$ cat src/sp_map.vh
`ifndef SP_MAP_VH
`define SP_MAP_VH
// Contract
// - Mode 0 gives eight clocks, byte LSB first
// - Mode 0 shifts at last phase, osc/12
// - Bit 0 out next cycle, clock low S3P1
// - MSB in cycle nine, then pin high, done
// - Receive: clock low S3P1, sample at S5P2
// - After eight shifts set receive flag, load buffer
// - Buffer write transmits, buffer read returns received
// - Second received byte overwrites unread first
// - Both done flags share one interrupt request
// - Async transmit and receive run independently
// - Mode 1 ten-bit frame, stop into ninth
// - Modes 2/3 eleven bits with ninth bit
// - Mode 2 rate osc/32 or osc/64
// - Modes 1/3 rate from timer overflows
// - Async receive starts on falling edge
// - Missing stop bit sets framing error
// - Framing error sticks until firmware clears
// - Filter drops frames with ninth bit zero
// - Address frames accepted only on match
// - Given address compares under mask ones
// - Broadcast address is address OR mask
// - Filter enable ignored in mode 0
// - Address and mask reset to zero
`define SP_ADDR_W 12
`define SP_IDX_CTRL 10'h098
`define SP_IDX_BUF 10'h099
`define SP_IDX_SLAVE_ADDRESS 10'h0a9
`define SP_IDX_SMASK 10'h0b9
`define SP_IDX_PWR 10'h0c7
`define SP_CTRL_RST 8'h00
`define SP_SLAVE_ADDRESS_RST 8'h00
`define SP_SMASK_RST 8'h00
`define SP_PWR_RST 8'h00
`define SP_RESP_OKAY 2'b00
`define SP_B_MSH 7
`define SP_B_MSL 6
`define SP_B_MPE 5
`define SP_B_REN 4
`define SP_B_TB8 3
`define SP_B_RB8 2
`define SP_B_TI 1
`define SP_B_RI 0
`define SP_B_RDBL 7
`define SP_B_FCHK 6
`define SP_B_RXT2 1
`define SP_B_TXT2 0
`define SP_MODE0 2'b00
`define SP_MODE1 2'b01
`define SP_MODE2 2'b10
`define SP_MODE3 2'b11
`define SP_PH_S1P1 4'd0
`define SP_PH_S3P1 4'd4
`define SP_PH_S5P2 4'd9
`define SP_PH_LAST 4'd11
`define SP_M0_DFIRST 4'd1
`define SP_M0_DLAST 4'd8
`define SP_M0_FIRST 4'd2
`define SP_M0_LAST 4'd9
`define SP_M0_END 4'd10
`define SP_OVS_MID 4'd7
`define SP_M2_DIV_SLOW 2'd3
`define SP_M2_DIV_FAST 2'd1
`define SP_OVF_DIV_SLOW 2'd1
`define SP_OVF_DIV_FAST 2'd0
`define SP_TX_LEFT_M1 4'd9
`define SP_TX_LEFT_M23 4'd10
`define SP_RX_LAST_M1 4'd9
`define SP_RX_LAST_M23 4'd10
`endif

$ cat src/sp_sync3.v
`timescale 1ns/1ps
module sp_sync3 #(
  parameter RST_VAL = 1'b1
) (
  input wire clk_i,
  input wire srst_i,
  input wire d_i,
  output reg q_o
);
  reg s1_r;
  reg s2_r;
  reg s3_r;

  // Level changes only once the two later stages agree
  always @(posedge clk_i) begin
    if (srst_i) begin
      s1_r <= RST_VAL;
      s2_r <= RST_VAL;
      s3_r <= RST_VAL;
      q_o <= RST_VAL;
    end else begin
      s1_r <= d_i;
      s2_r <= s1_r;
      s3_r <= s2_r;
      if (s2_r == s3_r) begin
        q_o <= s3_r;
      end
    end
  end
endmodule

$ cat src/sp_axil.v
`timescale 1ns/1ps
`include "sp_map.vh"
module sp_axil (
  input wire clk_i,
  input wire srst_i,
  input wire awvalid_i,
  output reg awready_o,
  input wire [`SP_ADDR_W-1:0] awaddr_i,
  input wire wvalid_i,
  output reg wready_o,
  input wire [31:0] wdata_i,
  input wire [3:0] wstrb_i,
  output reg bvalid_o,
  input wire bready_i,
  output reg [1:0] bresp_o,
  input wire arvalid_i,
  output reg arready_o,
  input wire [`SP_ADDR_W-1:0] araddr_i,
  output reg rvalid_o,
  input wire rready_i,
  output reg [31:0] rdata_o,
  output reg [1:0] rresp_o,
  output reg wr_stb_o,
  output reg [9:0] wr_idx_o,
  output reg [7:0] wr_data_o,
  output wire [9:0] rd_idx_o,
  input wire [7:0] rd_data_i
);
  reg wen_r;

  assign rd_idx_o = araddr_i[`SP_ADDR_W-1:2];

  ////////////////////////////////////////////////////////////////////////////
  // Write: address and data taken in either order, one write in flight
  always @(posedge clk_i) begin
    if (srst_i) begin
      awready_o <= 1'b1;
      wready_o <= 1'b1;
      bvalid_o <= 1'b0;
      bresp_o <= `SP_RESP_OKAY;
      wr_stb_o <= 1'b0;
      wr_idx_o <= 10'h000;
      wr_data_o <= 8'h00;
      wen_r <= 1'b0;
    end else begin
      wr_stb_o <= 1'b0;
      if (awvalid_i && awready_o) begin
        wr_idx_o <= awaddr_i[`SP_ADDR_W-1:2];
        awready_o <= 1'b0;
      end
      if (wvalid_i && wready_o) begin
        wr_data_o <= wdata_i[7:0];
        wen_r <= wstrb_i[0];
        wready_o <= 1'b0;
      end
      // Registers live in byte lane 0; other lanes are ignored
      if (!awready_o && !wready_o && !bvalid_o) begin
        wr_stb_o <= wen_r;
        bvalid_o <= 1'b1;
      end
      if (bvalid_o && bready_i) begin
        bvalid_o <= 1'b0;
        awready_o <= 1'b1;
        wready_o <= 1'b1;
      end
    end
  end

  ////////////////////////////////////////////////////////////////////////////
  // Read: data sampled at the address handshake
  always @(posedge clk_i) begin
    if (srst_i) begin
      arready_o <= 1'b1;
      rvalid_o <= 1'b0;
      rdata_o <= 32'h00000000;
      rresp_o <= `SP_RESP_OKAY;
    end else begin
      if (arvalid_i && arready_o) begin
        arready_o <= 1'b0;
        rvalid_o <= 1'b1;
        rdata_o <= {24'h000000, rd_data_i};
      end
      if (rvalid_o && rready_i) begin
        rvalid_o <= 1'b0;
        arready_o <= 1'b1;
      end
    end
  end
endmodule

$ cat src/sp_top.v
`timescale 1ns/1ps
`include "sp_map.vh"
module sp_top (
  input wire CLK_I,
  input wire SRST_I,
  input wire AWVALID_I,
  output wire AWREADY_O,
  input wire [`SP_ADDR_W-1:0] AWADDR_I,
  input wire WVALID_I,
  output wire WREADY_O,
  input wire [31:0] WDATA_I,
  input wire [3:0] WSTRB_I,
  output wire BVALID_O,
  input wire BREADY_I,
  output wire [1:0] BRESP_O,
  input wire ARVALID_I,
  output wire ARREADY_O,
  input wire [`SP_ADDR_W-1:0] ARADDR_I,
  output wire RVALID_O,
  input wire RREADY_I,
  output wire [31:0] RDATA_O,
  output wire [1:0] RRESP_O,
  input wire T1_OVF_I,
  input wire T2_OVF_I,
  output wire TXD_O,
  input wire RXD_I,
  output wire RXD_O,
  output wire RXD_OE_O,
  output wire SERIAL_IRQ_O
);
  wire wr_stb;
  wire [9:0] wr_idx;
  wire [7:0] wr_data;
  wire [9:0] rd_idx;
  reg [7:0] rd_data;
  wire rxd_s;

  reg [1:0] mode_r;
  reg mpe_r;
  reg ren_r;
  reg tb8_r;
  reg rb8_r;
  reg ti_r;
  reg ri_r;
  reg fe_r;
  reg fchk_r;
  reg rdbl_r;
  reg rxt2_r;
  reg txt2_r;
  reg [7:0] slave_address_r;
  reg [7:0] smask_r;
  reg [7:0] rx_hold_r;
  reg [3:0] ph_r;
  reg irq_r;
  reg txd_r;
  reg ti_nxt;
  reg ri_nxt;
  reg fe_nxt;
  reg rb8_nxt;

  reg m0_arm_r;
  reg m0_busy_r;
  reg m0_rx_r;
  reg [3:0] m0_cnt_r;
  reg [7:0] m0_sh_r;
  reg m0_bit_r;
  reg m0_rxd_r;
  reg m0_oe_r;

  reg [1:0] tx_pre_r;
  reg [1:0] rx_pre_r;
  reg atx_busy_r;
  reg [3:0] atx_cnt_r;
  reg [3:0] atx_left_r;
  reg [9:0] atx_sh_r;
  reg atx_line_r;
  reg arx_busy_r;
  reg [3:0] arx_cnt_r;
  reg [3:0] arx_idx_r;
  reg [9:0] arx_sh_r;
  reg rx_prev_r;

  ////////////////////////////////////////////////////////////////////////////
  // Decoding shared by both directions and the address filter

  function addr_match;
    input [7:0] a;
    input [7:0] sa;
    input [7:0] sm;
    reg [7:0] bc;
    begin
      bc = sa | sm;
      addr_match = (((a ^ sa) & sm) == 8'h00) ||
                   (((a ^ bc) & bc) == 8'h00);
    end
  endfunction

  // Overflow or clock pulses per 1/16 bit, minus one
  function [1:0] tick_lim;
    input [1:0] mode;
    input dbl;
    begin
      if (mode == `SP_MODE2) begin
        tick_lim = dbl ? `SP_M2_DIV_FAST : `SP_M2_DIV_SLOW;
      end else begin
        tick_lim = dbl ? `SP_OVF_DIV_FAST : `SP_OVF_DIV_SLOW;
      end
    end
  endfunction

  ////////////////////////////////////////////////////////////////////////////
  // Bus slave and pin synchroniser

  sp_axil u_axil (
    .clk_i(CLK_I),
    .srst_i(SRST_I),
    .awvalid_i(AWVALID_I),
    .awready_o(AWREADY_O),
    .awaddr_i(AWADDR_I),
    .wvalid_i(WVALID_I),
    .wready_o(WREADY_O),
    .wdata_i(WDATA_I),
    .wstrb_i(WSTRB_I),
    .bvalid_o(BVALID_O),
    .bready_i(BREADY_I),
    .bresp_o(BRESP_O),
    .arvalid_i(ARVALID_I),
    .arready_o(ARREADY_O),
    .araddr_i(ARADDR_I),
    .rvalid_o(RVALID_O),
    .rready_i(RREADY_I),
    .rdata_o(RDATA_O),
    .rresp_o(RRESP_O),
    .wr_stb_o(wr_stb),
    .wr_idx_o(wr_idx),
    .wr_data_o(wr_data),
    .rd_idx_o(rd_idx),
    .rd_data_i(rd_data)
  );

  sp_sync3 #(
    .RST_VAL(1'b1)
  ) u_rxd_sync (
    .clk_i(CLK_I),
    .srst_i(SRST_I),
    .d_i(RXD_I),
    .q_o(rxd_s)
  );

  wire wr_ctrl = wr_stb && (wr_idx == `SP_IDX_CTRL);
  wire wr_buf = wr_stb && (wr_idx == `SP_IDX_BUF);
  wire async_mode = (mode_r != `SP_MODE0);

  ////////////////////////////////////////////////////////////////////////////
  // Peripheral cycle: twelve phases, S1P1 = 0 .. S6P2 = 11

  always @(posedge CLK_I) begin
    if (SRST_I) begin
      ph_r <= `SP_PH_S1P1;
    end else if (ph_r == `SP_PH_LAST) begin
      ph_r <= `SP_PH_S1P1;
    end else begin
      ph_r <= ph_r + 4'd1;
    end
  end

  ////////////////////////////////////////////////////////////////////////////
  // Mode 0 shifter, shared by transmit and receive (half duplex)

  wire m0_rx_go = wr_ctrl && !wr_data[`SP_B_MSH] && !wr_data[`SP_B_MSL] &&
                  !wr_data[`SP_B_RI] && wr_data[`SP_B_REN];
  wire m0_tx_go = wr_buf && !async_mode;
  wire m0_done = m0_busy_r && (ph_r == `SP_PH_S1P1) &&
                 (m0_cnt_r == `SP_M0_END);
  wire m0_pulse = m0_busy_r && (m0_cnt_r >= `SP_M0_FIRST) &&
                  (m0_cnt_r <= `SP_M0_LAST) && (ph_r >= `SP_PH_S3P1) &&
                  (ph_r <= `SP_PH_S5P2);

  always @(posedge CLK_I) begin
    if (SRST_I) begin
      m0_arm_r <= 1'b0;
      m0_busy_r <= 1'b0;
      m0_rx_r <= 1'b0;
      m0_cnt_r <= 4'd0;
      m0_sh_r <= 8'h00;
      m0_bit_r <= 1'b0;
      m0_rxd_r <= 1'b1;
      m0_oe_r <= 1'b0;
    end else begin
      if ((m0_tx_go || m0_rx_go) && !m0_busy_r && !m0_arm_r) begin
        m0_arm_r <= 1'b1;
        m0_rx_r <= m0_rx_go;
        if (m0_tx_go) begin
          m0_sh_r <= wr_data;
        end
      end else if (m0_arm_r && ph_r == `SP_PH_LAST) begin
        // The write takes effect at the end of this peripheral cycle
        m0_arm_r <= 1'b0;
        m0_busy_r <= 1'b1;
        m0_cnt_r <= `SP_M0_DFIRST;
        if (m0_rx_r) begin
          m0_oe_r <= 1'b0;
        end
      end else if (m0_busy_r) begin
        if (ph_r == `SP_PH_S5P2) begin
          m0_bit_r <= rxd_s;
        end
        if (ph_r == `SP_PH_LAST) begin
          m0_cnt_r <= m0_cnt_r + 4'd1;
          if (!m0_rx_r && m0_cnt_r >= `SP_M0_DFIRST &&
              m0_cnt_r <= `SP_M0_DLAST) begin
            m0_rxd_r <= m0_sh_r[0];
            m0_oe_r <= 1'b1;
            m0_sh_r <= {1'b0, m0_sh_r[7:1]};
          end
          if (m0_rx_r && m0_cnt_r >= `SP_M0_FIRST &&
              m0_cnt_r <= `SP_M0_LAST) begin
            m0_sh_r <= {m0_bit_r, m0_sh_r[7:1]};
          end
        end
        if (m0_done) begin
          m0_busy_r <= 1'b0;
          if (!m0_rx_r) begin
            m0_rxd_r <= 1'b1;
            m0_oe_r <= 1'b1;
          end
        end
      end
      // The data pin is an input whenever an async mode is selected
      if (async_mode) begin
        m0_oe_r <= 1'b0;
      end
    end
  end

  ////////////////////////////////////////////////////////////////////////////
  // Async bit-rate ticks, sixteen per bit, one generator per direction

  wire tx_src = (mode_r == `SP_MODE2) ? 1'b1 :
                (txt2_r ? T2_OVF_I : T1_OVF_I);
  wire rx_src = (mode_r == `SP_MODE2) ? 1'b1 :
                (rxt2_r ? T2_OVF_I : T1_OVF_I);
  wire tx_tick = tx_src && (tx_pre_r == tick_lim(mode_r, rdbl_r));
  wire rx_tick = rx_src && (rx_pre_r == tick_lim(mode_r, rdbl_r));

  always @(posedge CLK_I) begin
    if (SRST_I) begin
      tx_pre_r <= 2'd0;
      rx_pre_r <= 2'd0;
    end else begin
      if (tx_src) begin
        tx_pre_r <= tx_tick ? 2'd0 : tx_pre_r + 2'd1;
      end
      if (rx_src) begin
        rx_pre_r <= rx_tick ? 2'd0 : rx_pre_r + 2'd1;
      end
    end
  end

  ////////////////////////////////////////////////////////////////////////////
  // Async transmitter

  wire atx_ninth = (mode_r == `SP_MODE1) ? 1'b1 : tb8_r;
  wire atx_done = atx_busy_r && tx_tick && (atx_cnt_r == 4'd15) &&
                  (atx_left_r == 4'd0);

  always @(posedge CLK_I) begin
    if (SRST_I) begin
      atx_busy_r <= 1'b0;
      atx_cnt_r <= 4'd0;
      atx_left_r <= 4'd0;
      atx_sh_r <= 10'h3ff;
      atx_line_r <= 1'b1;
    end else if (wr_buf && async_mode && !atx_busy_r) begin
      atx_busy_r <= 1'b1;
      atx_cnt_r <= 4'd0;
      atx_line_r <= 1'b0;
      atx_sh_r <= {1'b1, atx_ninth, wr_data};
      atx_left_r <= (mode_r == `SP_MODE1) ? `SP_TX_LEFT_M1 :
                    `SP_TX_LEFT_M23;
    end else if (atx_busy_r && tx_tick) begin
      atx_cnt_r <= atx_cnt_r + 4'd1;
      if (atx_cnt_r == 4'd15) begin
        if (atx_left_r == 4'd0) begin
          atx_busy_r <= 1'b0;
        end else begin
          atx_line_r <= atx_sh_r[0];
          atx_sh_r <= {1'b1, atx_sh_r[9:1]};
          atx_left_r <= atx_left_r - 4'd1;
        end
      end
    end
  end

  ////////////////////////////////////////////////////////////////////////////
  // Async receiver, samples each bit at its middle tick

  wire [3:0] arx_last = (mode_r == `SP_MODE1) ? `SP_RX_LAST_M1 :
                        `SP_RX_LAST_M23;
  wire [9:0] arx_full = {rxd_s, arx_sh_r[9:1]};
  wire arx_end = arx_busy_r && rx_tick && (arx_cnt_r == `SP_OVS_MID) &&
                 (arx_idx_r == arx_last);
  wire [7:0] arx_data = (mode_r == `SP_MODE1) ? arx_full[8:1] :
                        arx_full[7:0];
  wire arx_ninth = (mode_r == `SP_MODE1) ? arx_full[9] : arx_full[8];
  wire arx_stop = arx_full[9];
  wire arx_acc = arx_end && (!mpe_r ||
                 (arx_ninth && addr_match(arx_data, slave_address_r, smask_r)));
  wire fe_set = arx_end && fchk_r && !arx_stop;

  always @(posedge CLK_I) begin
    if (SRST_I) begin
      arx_busy_r <= 1'b0;
      arx_cnt_r <= 4'd0;
      arx_idx_r <= 4'd0;
      arx_sh_r <= 10'h000;
      rx_prev_r <= 1'b1;
    end else begin
      rx_prev_r <= rxd_s;
      if (!arx_busy_r) begin
        if (ren_r && async_mode && rx_prev_r && !rxd_s) begin
          arx_busy_r <= 1'b1;
          arx_cnt_r <= 4'd0;
          arx_idx_r <= 4'd0;
        end
      end else if (rx_tick) begin
        arx_cnt_r <= arx_cnt_r + 4'd1;
        if (arx_cnt_r == `SP_OVS_MID) begin
          arx_idx_r <= arx_idx_r + 4'd1;
          if (arx_idx_r == 4'd0) begin
            // A start bit that is high again is only a glitch
            if (rxd_s) begin
              arx_busy_r <= 1'b0;
            end
          end else begin
            arx_sh_r <= arx_full;
          end
          if (arx_end) begin
            arx_busy_r <= 1'b0;
          end
        end
      end
    end
  end

  ////////////////////////////////////////////////////////////////////////////
  // Status flags: a hardware set wins over a firmware clear

  always @* begin
    ti_nxt = wr_ctrl ? wr_data[`SP_B_TI] : ti_r;
    ri_nxt = wr_ctrl ? wr_data[`SP_B_RI] : ri_r;
    fe_nxt = (wr_ctrl && fchk_r) ? wr_data[`SP_B_MSH] : fe_r;
    rb8_nxt = wr_ctrl ? wr_data[`SP_B_RB8] : rb8_r;
    if (m0_done && !m0_rx_r) begin
      ti_nxt = 1'b1;
    end
    if (atx_done) begin
      ti_nxt = 1'b1;
    end
    if (m0_done && m0_rx_r) begin
      ri_nxt = 1'b1;
    end
    if (arx_acc) begin
      ri_nxt = 1'b1;
      rb8_nxt = arx_ninth;
    end
    if (fe_set) begin
      fe_nxt = 1'b1;
    end
  end

  always @(posedge CLK_I) begin
    if (SRST_I) begin
      mode_r <= `SP_MODE0;
      mpe_r <= 1'b0;
      ren_r <= 1'b0;
      tb8_r <= 1'b0;
      rb8_r <= 1'b0;
      ti_r <= 1'b0;
      ri_r <= 1'b0;
      fe_r <= 1'b0;
      fchk_r <= 1'b0;
      rdbl_r <= 1'b0;
      rxt2_r <= 1'b0;
      txt2_r <= 1'b0;
      slave_address_r <= `SP_SLAVE_ADDRESS_RST;
      smask_r <= `SP_SMASK_RST;
      rx_hold_r <= 8'h00;
      irq_r <= 1'b0;
      txd_r <= 1'b1;
    end else begin
      ti_r <= ti_nxt;
      ri_r <= ri_nxt;
      fe_r <= fe_nxt;
      rb8_r <= rb8_nxt;
      if (wr_ctrl) begin
        // Bit 7 reaches the framing flag while checking is enabled
        if (!fchk_r) begin
          mode_r[1] <= wr_data[`SP_B_MSH];
        end
        mode_r[0] <= wr_data[`SP_B_MSL];
        mpe_r <= wr_data[`SP_B_MPE];
        ren_r <= wr_data[`SP_B_REN];
        tb8_r <= wr_data[`SP_B_TB8];
      end
      if (wr_stb && wr_idx == `SP_IDX_PWR) begin
        rdbl_r <= wr_data[`SP_B_RDBL];
        fchk_r <= wr_data[`SP_B_FCHK];
        rxt2_r <= wr_data[`SP_B_RXT2];
        txt2_r <= wr_data[`SP_B_TXT2];
      end
      if (wr_stb && wr_idx == `SP_IDX_SLAVE_ADDRESS) begin
        slave_address_r <= wr_data;
      end
      if (wr_stb && wr_idx == `SP_IDX_SMASK) begin
        smask_r <= wr_data;
      end
      // A completed byte replaces any unread one
      if (m0_done && m0_rx_r) begin
        rx_hold_r <= m0_sh_r;
      end else if (arx_acc) begin
        rx_hold_r <= arx_data;
      end
      irq_r <= ti_r | ri_r;
      txd_r <= async_mode ? atx_line_r : !m0_pulse;
    end
  end

  ////////////////////////////////////////////////////////////////////////////
  // Register read map; unmapped words read as zero

  always @* begin
    case (rd_idx)
      `SP_IDX_CTRL: rd_data = {fchk_r ? fe_r : mode_r[1], mode_r[0],
                               mpe_r, ren_r, tb8_r, rb8_r, ti_r, ri_r};
      `SP_IDX_BUF: rd_data = rx_hold_r;
      `SP_IDX_SLAVE_ADDRESS: rd_data = slave_address_r;
      `SP_IDX_SMASK: rd_data = smask_r;
      `SP_IDX_PWR: rd_data = {rdbl_r, fchk_r, 4'h0, rxt2_r, txt2_r};
      default: rd_data = 8'h00;
    endcase
  end

  assign TXD_O = txd_r;
  assign RXD_O = m0_rxd_r;
  assign RXD_OE_O = m0_oe_r;
  assign SERIAL_IRQ_O = irq_r;
endmodule

$ cat config.mk
export PLATFORM = sky130hd
export DESIGN_NAME = sp_top
export DESIGN_NICKNAME = d
export VERILOG_FILES = /design/src/sp_sync3.v /design/src/sp_axil.v /design/src/sp_top.v
export VERILOG_INCLUDE_DIRS = /design/src
export SDC_FILE = /design/constraint.sdc
export NUM_CORES = 1
export LEC_CHECK = 0
export ABC_AREA = 1
export BUFFER_PORTS_ARGS = -buffer_cell sky130_fd_sc_hd__buf_4
export CORE_AREA = 2 2 161 163
export CTS_BUF_LIST = sky130_fd_sc_hd__clkbuf_16
export CTS_CLUSTER_DIAMETER = 80
export DETAILED_ROUTE_END_ITERATION = 10
export DIE_AREA = 0 0 163 165
export PLACE_DENSITY = 0.43
export SKIP_LAST_GASP = 1
export SYNTH_ARGS = -nofsm -noshare
export SYNTH_HDL_FRONTEND = slang
export SYNTH_SLANG_ARGS = --single-unit
$ cat constraint.sdc
create_clock -name CLK_I -period 3.6 [get_ports CLK_I]
set_clock_uncertainty 0.15 [all_clocks]
set_input_delay 0.72 -clock CLK_I [delete_from_list [all_inputs] [get_ports CLK_I]]
set_output_delay 0.72 -clock CLK_I [all_outputs]
set_load 0.1 [all_outputs]
==> run metrics, run 1 <==
Worst Setup Path Type=reg -> reg; run status=completed; # clock sinks=140; fin crit share=0.676; largest family of logic cells by synthesized area=simple AND/OR/NAND/NOR gates; vias in the first global route=between 5000 and 6000; CTS Buffer Depth=2; residual DRC count=0; startpoint types=register; R2R depth=14; # IOs=between 100 and 150; Initial DRC Count=around 390; Hold WC Path Type=reg -> reg; final hold violations=0; Max Slew Vio Count=0; Max-slew headroom=0.618; Seq/Total Area, Yosys=0.392; Synth Area in Simple Gates=0.248; LEAKAGE=3.62 nW; H-tree Lvls=4; GR Overflow Total=0; setup_tns=0 ns; Yosys reg bits=140; Max-cap violations=0; average size of a mapped cell=7.10 um2; Post-Layout Inst Area=0.00839 mm2; postcts setup bufs=0; placed cell area=0.00778 mm2; worst vdd ir=0.249 mV; Critical Path AT=around 2.6 ns; Final Non-Filler Cells=1401; Die Width=163 um; Final setup viols=0; worst slew pin tran=0.571 ns; Num CTS Buffers=17; CTS tree=yes; vias per cell=around 4.6; Post-DRT Antenna Nets=0; die area=roughly 0.027 mm2; # port buffers=55; via count=roughly 6500; Netlist cell types=48; met3 usage=0.0279; share of cells above drive strength 1=0.122; Area Overhead vs Synth=17.2%; first-pass GRT wire length=approximately 33 mm; Pwr Density=458 mW/mm2; fmax=a little over 400 MHz; yosys warns=0; minimum clock period=2.43 ns; met1 usage=0.225; initial antenna violation count=0; RePlAce Congestion=between 0.7 and 0.8; Mapped Area=just over 0.007 mm2; final wirelength=20.6 mm; busiest grt layer=met2; ant diodes=0; worst hold slack=0.258 ns; largest net degree at the start of global routing=32; WP data required=approximately 3.8 ns; cells after synthesis=1008; Final Power=3.84 mW; Post-DP HPWL=15.1 mm; mux share of post-synthesis cell area=0; gr usage total=0.157; RSZ-0062 raised after global routing=no; Site Rows=58; DR WL/cell=14.7 um; core footprint=0.0250 mm2; compound-cell area share of the yosys netlist=0.208; DRT Pass-1 Iters=5; clock root cell=clkbuf_16; Synth Area in Adders=0.0245; Hold Path Stages=1; xor and xnor area share after synthesis=0.00122; Final Net Count=1143; GRT met2 Usage=0.239; Cells after DPL=1370; Initial Util=0.286; quantity of gates resized following cts=0; Die Y-Extent=165 um; # hold bufs at CTS=0; clock-pin slew on the worst setup and hold paths=0.06 ns; CP Capture Type=register; crit path max fanout=22; Clk Latency, worst-skew pair=0.42 ns
==> kinds of logic (layout without fill, tap and decap cells) <==
logic type | after synthesis | after routing
flip-flops | 140 | 140
buffers and inverters | 202 | 238
AND/OR/NAND/NOR | 385 | 385
adder cells (fa/ha/maj) | 14 | 14
other | 1 | 28
AO/OA/AOI/OAI | 265 | 265
XOR/XNOR | 1 | 1
==> layer usage <==
| metal | wire length (um) | up-vias | share of wire |
|---|---|---|---|
| li1 | - | 3400 | - |
| met3 | 675 | 15 | 0.033 |
| met2 | 8770 | 122 | 0.43 |
| met5 | 0 | - | 0 |
| met1 | 10900 | 2957 | 0.53 |
| met4 | 209 | 0 | 0.010 |
==> synth_stat cells, drive strengths merged <==
cell / number / area, um2
nand2: 169 / 667
inv: 142 / 536
dfxtp: 140 / 2800
o21ai: 113 / 566
a21oi: 104 / 554
nor2: 84 / 360
nand3: 80 / 410
buf: 39 / 293
nor3: 23 / 131
clkbuf: 20 / 75.1
o211ai: 17 / 128
ha: 14 / 175
nand4: 10 / 62.6
nor4: 7 / 50.1
o21bai: 7 / 52.6
o22ai: 6 / 37.5
or2: 6 / 37.5
a211oi: 5 / 37.5
o21a: 4 / 30.0
o221ai: 4 / 35.0
nand3b: 3 / 26.3
nor3b: 2 / 20.0
a2111oi: 1 / 8.76
and3: 1 / 6.26
clkinv: 1 / 3.75
conb: 1 / 3.75
o2111ai: 1 / 8.76
o211a: 1 / 10.0
o311a: 1 / 10.0
o32ai: 1 / 8.76
xor2: 1 / 8.76
==> cells in the final DEF (no fill, tap or decap), types with 3 or more instances in the layout <==
cell	Yosys	layout
o21a_1	4	4
conb_1	1	28
inv_1	137	139
o21bai_1	7	7
o21ai_0	105	105
o221ai_1	4	4
nand3_1	78	78
a21oi_1	95	95
nor4_1	6	6
nand2_1	162	162
clkbuf_16	0	17
a211oi_1	5	5
nor3_1	21	21
nand2_4	3	3
nor2_1	79	79
bufinv_16	0	4
o22ai_1	6	6
or2_2	6	6
o211ai_1	17	17
nand2_2	4	4
o21ai_1	8	8
buf_4	29	64
ha_1	14	14
clkinvlp_4	0	3
inv_2	4	5
nand4_1	10	10
a21oi_2	9	9
dfxtp_1	140	140
==> worst paths after layout <==
check,to,slack (ns),startpoint
min reg2reg,u_rxd_sync.s2_r,0.26,u_rxd_sync.s1_r
max,rx_hold_r[7],1.17,mode_r[1]
min,u_rxd_sync.s2_r,0.26,u_rxd_sync.s1_r
max reg2reg,rx_hold_r[7],1.17,mode_r[1]
==> power breakdown <==
group	internal, mW	switching, mW	leakage (nW)
Combinational	0.0787	0.307	2.19
Sequential	1.58	0.0320	1.14
Clock	1.15	0.697	0.292
==> sequential cells by signal, indices dropped and copies added, names as in the netlist, 2 cells and up <==
register,count
smask_r,8
u_axil.rdata_o,8
atx_left_r,4
m0_cnt_r,4
arx_idx_r,4
slave_address_r,8
m0_sh_r,8
atx_cnt_r,4
ph_r,4
u_axil.wr_idx_o,10
rx_pre_r,2
mode_r,2
arx_cnt_r,4
u_axil.wr_data_o,8
arx_sh_r,9
tx_pre_r,2
rx_hold_r,8
atx_sh_r,9
==> layout make-up <==
type                       count  area (um2)
sequential                   140        2800
inverter                     143         539
clock buffer                  17         425
clock inverter                14         180
tap                          330         413
multi-input combinational    693        3550
fill                        2788       16600
timing repair buffer          64         480
==> through the flow <==
stage | utilization | setup slack, ns
after global routing | 0.335 | 0.855
after CTS | 0.335 | 1.13
after floorplan | - | 1.38
final | 0.335 | 1.17
after global placement | 0.311 | 1.06
after detailed placement | 0.311 | 1.05
==> critical path: stages (launching register included) <==
cell and delay, ns:
dfxtp_1 0.36, inv_4 0.22, nand2_2 0.33, nand2_1 0.18, nand2_1 0.09, o21ai_0 0.08, nand2_1 0.08, nor2_1 0.11
nand2_1 0.06, nand2_1 0.09, nand2_1 0.05, nand2_1 0.11, nand2_4 0.18, a21oi_2 0.18, nor2_1 0.05
(Power assumes the default switching activity.)
==> run 2: changes to the inputs <==
--- a/config.mk
+++ b/config.mk
@@ -13,7 +13,7 @@
 export CTS_CLUSTER_DIAMETER = 80
 export DETAILED_ROUTE_END_ITERATION = 10
 export DIE_AREA = 0 0 163 165
-export PLACE_DENSITY = 0.43
+export PLACE_DENSITY = 0.45
 export SKIP_LAST_GASP = 1
 export SYNTH_ARGS = -nofsm -noshare
 export SYNTH_HDL_FRONTEND = slang
==> constraint.sdc (replaced) <==
create_clock -name CLK_I -period 2 [get_ports CLK_I]
set_clock_uncertainty 0.15 [all_clocks]
set_input_delay 0.4 -clock CLK_I [delete_from_list [all_inputs] [get_ports CLK_I]]
set_output_delay 0.4 -clock CLK_I [all_outputs]
set_load 0.1 [all_outputs]
==> run 2 against run 1 <==
  * The run now ends with negative setup slack left
  * Count of clock-buffer cells in the layout is the same
  * Core utilization grew 4.5 points
  * Worst hold slack lost 0.22 ns
  * Global-route usage grew 0.56 points
  * Setup slack lost 1.2 ns
  * Register-to-register slack lost 1.2 ns
  * Highest routed layer unchanged
  * Cell area grew 13%
  * Critical path depth shrank 1
  * Non-clock buffer count grew 97
  * Sequential power grew 79%
  * Sequential cell count is the same
  * Via count grew 6.5%
==> run metrics, run 2 (synthesis gave the netlist of run 1 again) <==
CTS tree=yes; Gate power share=0.113; register area=0.00281 mm2; # port buffers=55; max reg flops=10; Reg-to-Reg Start=mode_r[0]; internal power=4.74 mW; R2R depth=13; Final Non-Filler Cells=1502; metal2 WL=9.73 mm; fmax=483 MHz; worst slew pin tran=0.525 ns; Multi-input gate area=0.00381 mm2; Max Slew Vio Count=0; # IOs=approximately 120; Final Power=around 6.7 mW; largest net degree at the start of global routing=57; core footprint=roughly 0.025 mm2; startpoint types=register; Area Overhead vs Synth=32.9%; Die Width=163 um; final worst slack=-0.0721 ns; Die Y-Extent=165 um; highest metal layer with signal wires=met4; Clk Latency, worst-skew pair=0.44 ns; Cells after DPL=1457; via count=6918; Pwr Density=705 mW/mm2; Final Core Density=0.380; met1 WL=10.6 mm; CP Capture Type=register; fin crit share=1.04; clock root cell=clkbuf_16; initial antenna violation count=0; Filler cells=2669; crit path max fanout=5; final hold violations=0; ant diodes=0; WL met3=912 um; Initial Util=0.286; Hold WC Path Type=in -> reg; vias in the first global route=6454; LEAKAGE=roughly 4.1 nW; minimum clock period=between 2 and 2.5 ns; commonest cells after routing, fill and taps aside=nand2_1 (147), buf_4 (144), dfxtp_1 (135); failing checks=negative setup slack; residual DRC count=0; Final Net Count=1243; clock-pin slew on the worst setup and hold paths=approximately 0.07 ns; RSZ-0062 raised after global routing=yes; Net Switching=just under 2 mW; CP Launch Point=mode_r[0]; share of cells above drive strength 1=0.237; final wirelength=21.5 mm; clock share of power=0.453; DR WL/cell=~14 um; Final setup viols=13; Max-slew headroom=0.649; Critical Path AT=2.26 ns; RePlAce Congestion=approximately 0.84; register share of total power=0.433; DRT Pass-1 Iters=5; Initial DRC Count=roughly 390; CTS Buffer Depth=2; Biggest register=u_axil.wr_idx_o; # clock sinks=140; Num CTS Buffers=17; worst vdd ir=0.389 mV; H-tree Lvls=4; Post-DRT Antenna Nets=0; vias per cell=4.61; Site Rows=58; die area=0.0269 mm2; WP data required=2.19 ns; Critical Path End=rx_hold_r[3]; reg-to-reg endpoint=rx_hold_r[3]; Post-DP HPWL=15.6 mm; gr usage total=0.163; leading cell type in the layout, fill and taps excluded=nand2_1; Top Registers=u_axil.wr_idx_o: 10 flops, arx_sh_r: 9 flops, atx_sh_r: 9 flops; Switching Share=0.293; Worst Setup Path Type=reg -> reg; first-pass GRT wire length=33.6 mm; GR Overflow Total=0; run status=finished with violations; Max-cap violations=0; R2R setup slack=-0.07 ns
run 2: cell types whose count changed in the layout (fill, tap and decap cells not counted), moves of 5 or more:
cell	delta
nand2_1	-15
o21ai_0	-7
nor2_2	+5
dfxtp_1	-5
buf_4	+80
nor2_1	-9
inv_1	-6
buf_12	+11
inv_2	+5
nand2_2	+11
run 2: area by class of cell:
type,count,area share
multi-input cells,696,0.400
flip-flops and latches,140,0.296
repair buffers,161,0.145
inverters,143,0.0570
clock buffers,17,0.0447
well taps,330,0.0434
clock inverters,15,0.0134
run 2: power by group through the flow:
stage	sequential, mW	combinational, mW	clock, mW
floorplan	3.05	0.475	0
global placement	2.97	0.750	0
detailed placement	2.97	0.751	0
CTS	2.90	0.755	3.12
global route	2.91	0.816	3.23
finish	2.90	0.759	3.04
run 2: critical path, stage by stage, from the launching register on:
cell and delay [ns]:
dfxtp_4 0.36, buf_6 0.12, nor2_8 0.15, nand2_4 0.06, nand2_1 0.05, nor3b_2 0.13, nand2_1 0.11, nor2_4 0.12
nand2_4 0.07, buf_12 0.13, nor2_8 0.20, nand2_4 0.12, a21oi_2 0.14, nor2_1 0.04
run 2: timing repair:
action,4_1_cts,5_1_grt
endpoints found under the setup margin,43,58
pin swaps,2,24
gates resized for setup,18,60
hold buffers,1,0
hold endpoints to repair,1,0
cloned,1,3
setup buffers,1,7
run 2: layer usage:
layer,vias up,GRT usage
li1,3608,-
met1,3142,0.225
met2,149,0.253
met3,19,0.0299
met4,0,0.0583
met5,-,0
run 2: stage by stage:
step	hold WS [ns]	TNS, ns	cell area, um2	setup slack (ns)
3_5_place_dp	0.246	-3.97	8560	-0.148
5_1_grt	0.0571	-5.49	9510	-0.205
3_3_place_gp	0.246	-3.56	8560	-0.139
2_1_floorplan	0.239	0	7260	0.0299
4_1_cts	0.0336	-0.946	9220	-0.0710
6_report	0.0429	-0.583	9510	-0.0721
run 2: how the worst min path moves through the flow:
stage | startpoint | to | slack [ns] | cells after the start
after global placement | u_rxd_sync.s1_r | u_rxd_sync.s2_r | 0.25 | 1
final | RREADY_I | u_axil.arready_o | 0.04 | 3
after global routing | RREADY_I | u_axil.arready_o | 0.06 | 3
after detailed placement | u_rxd_sync.s1_r | u_rxd_sync.s2_r | 0.25 | 1
after CTS | RREADY_I | u_axil.arready_o | 0.03 | 3
after floorplan | u_rxd_sync.s1_r | u_rxd_sync.s2_r | 0.24 | 1
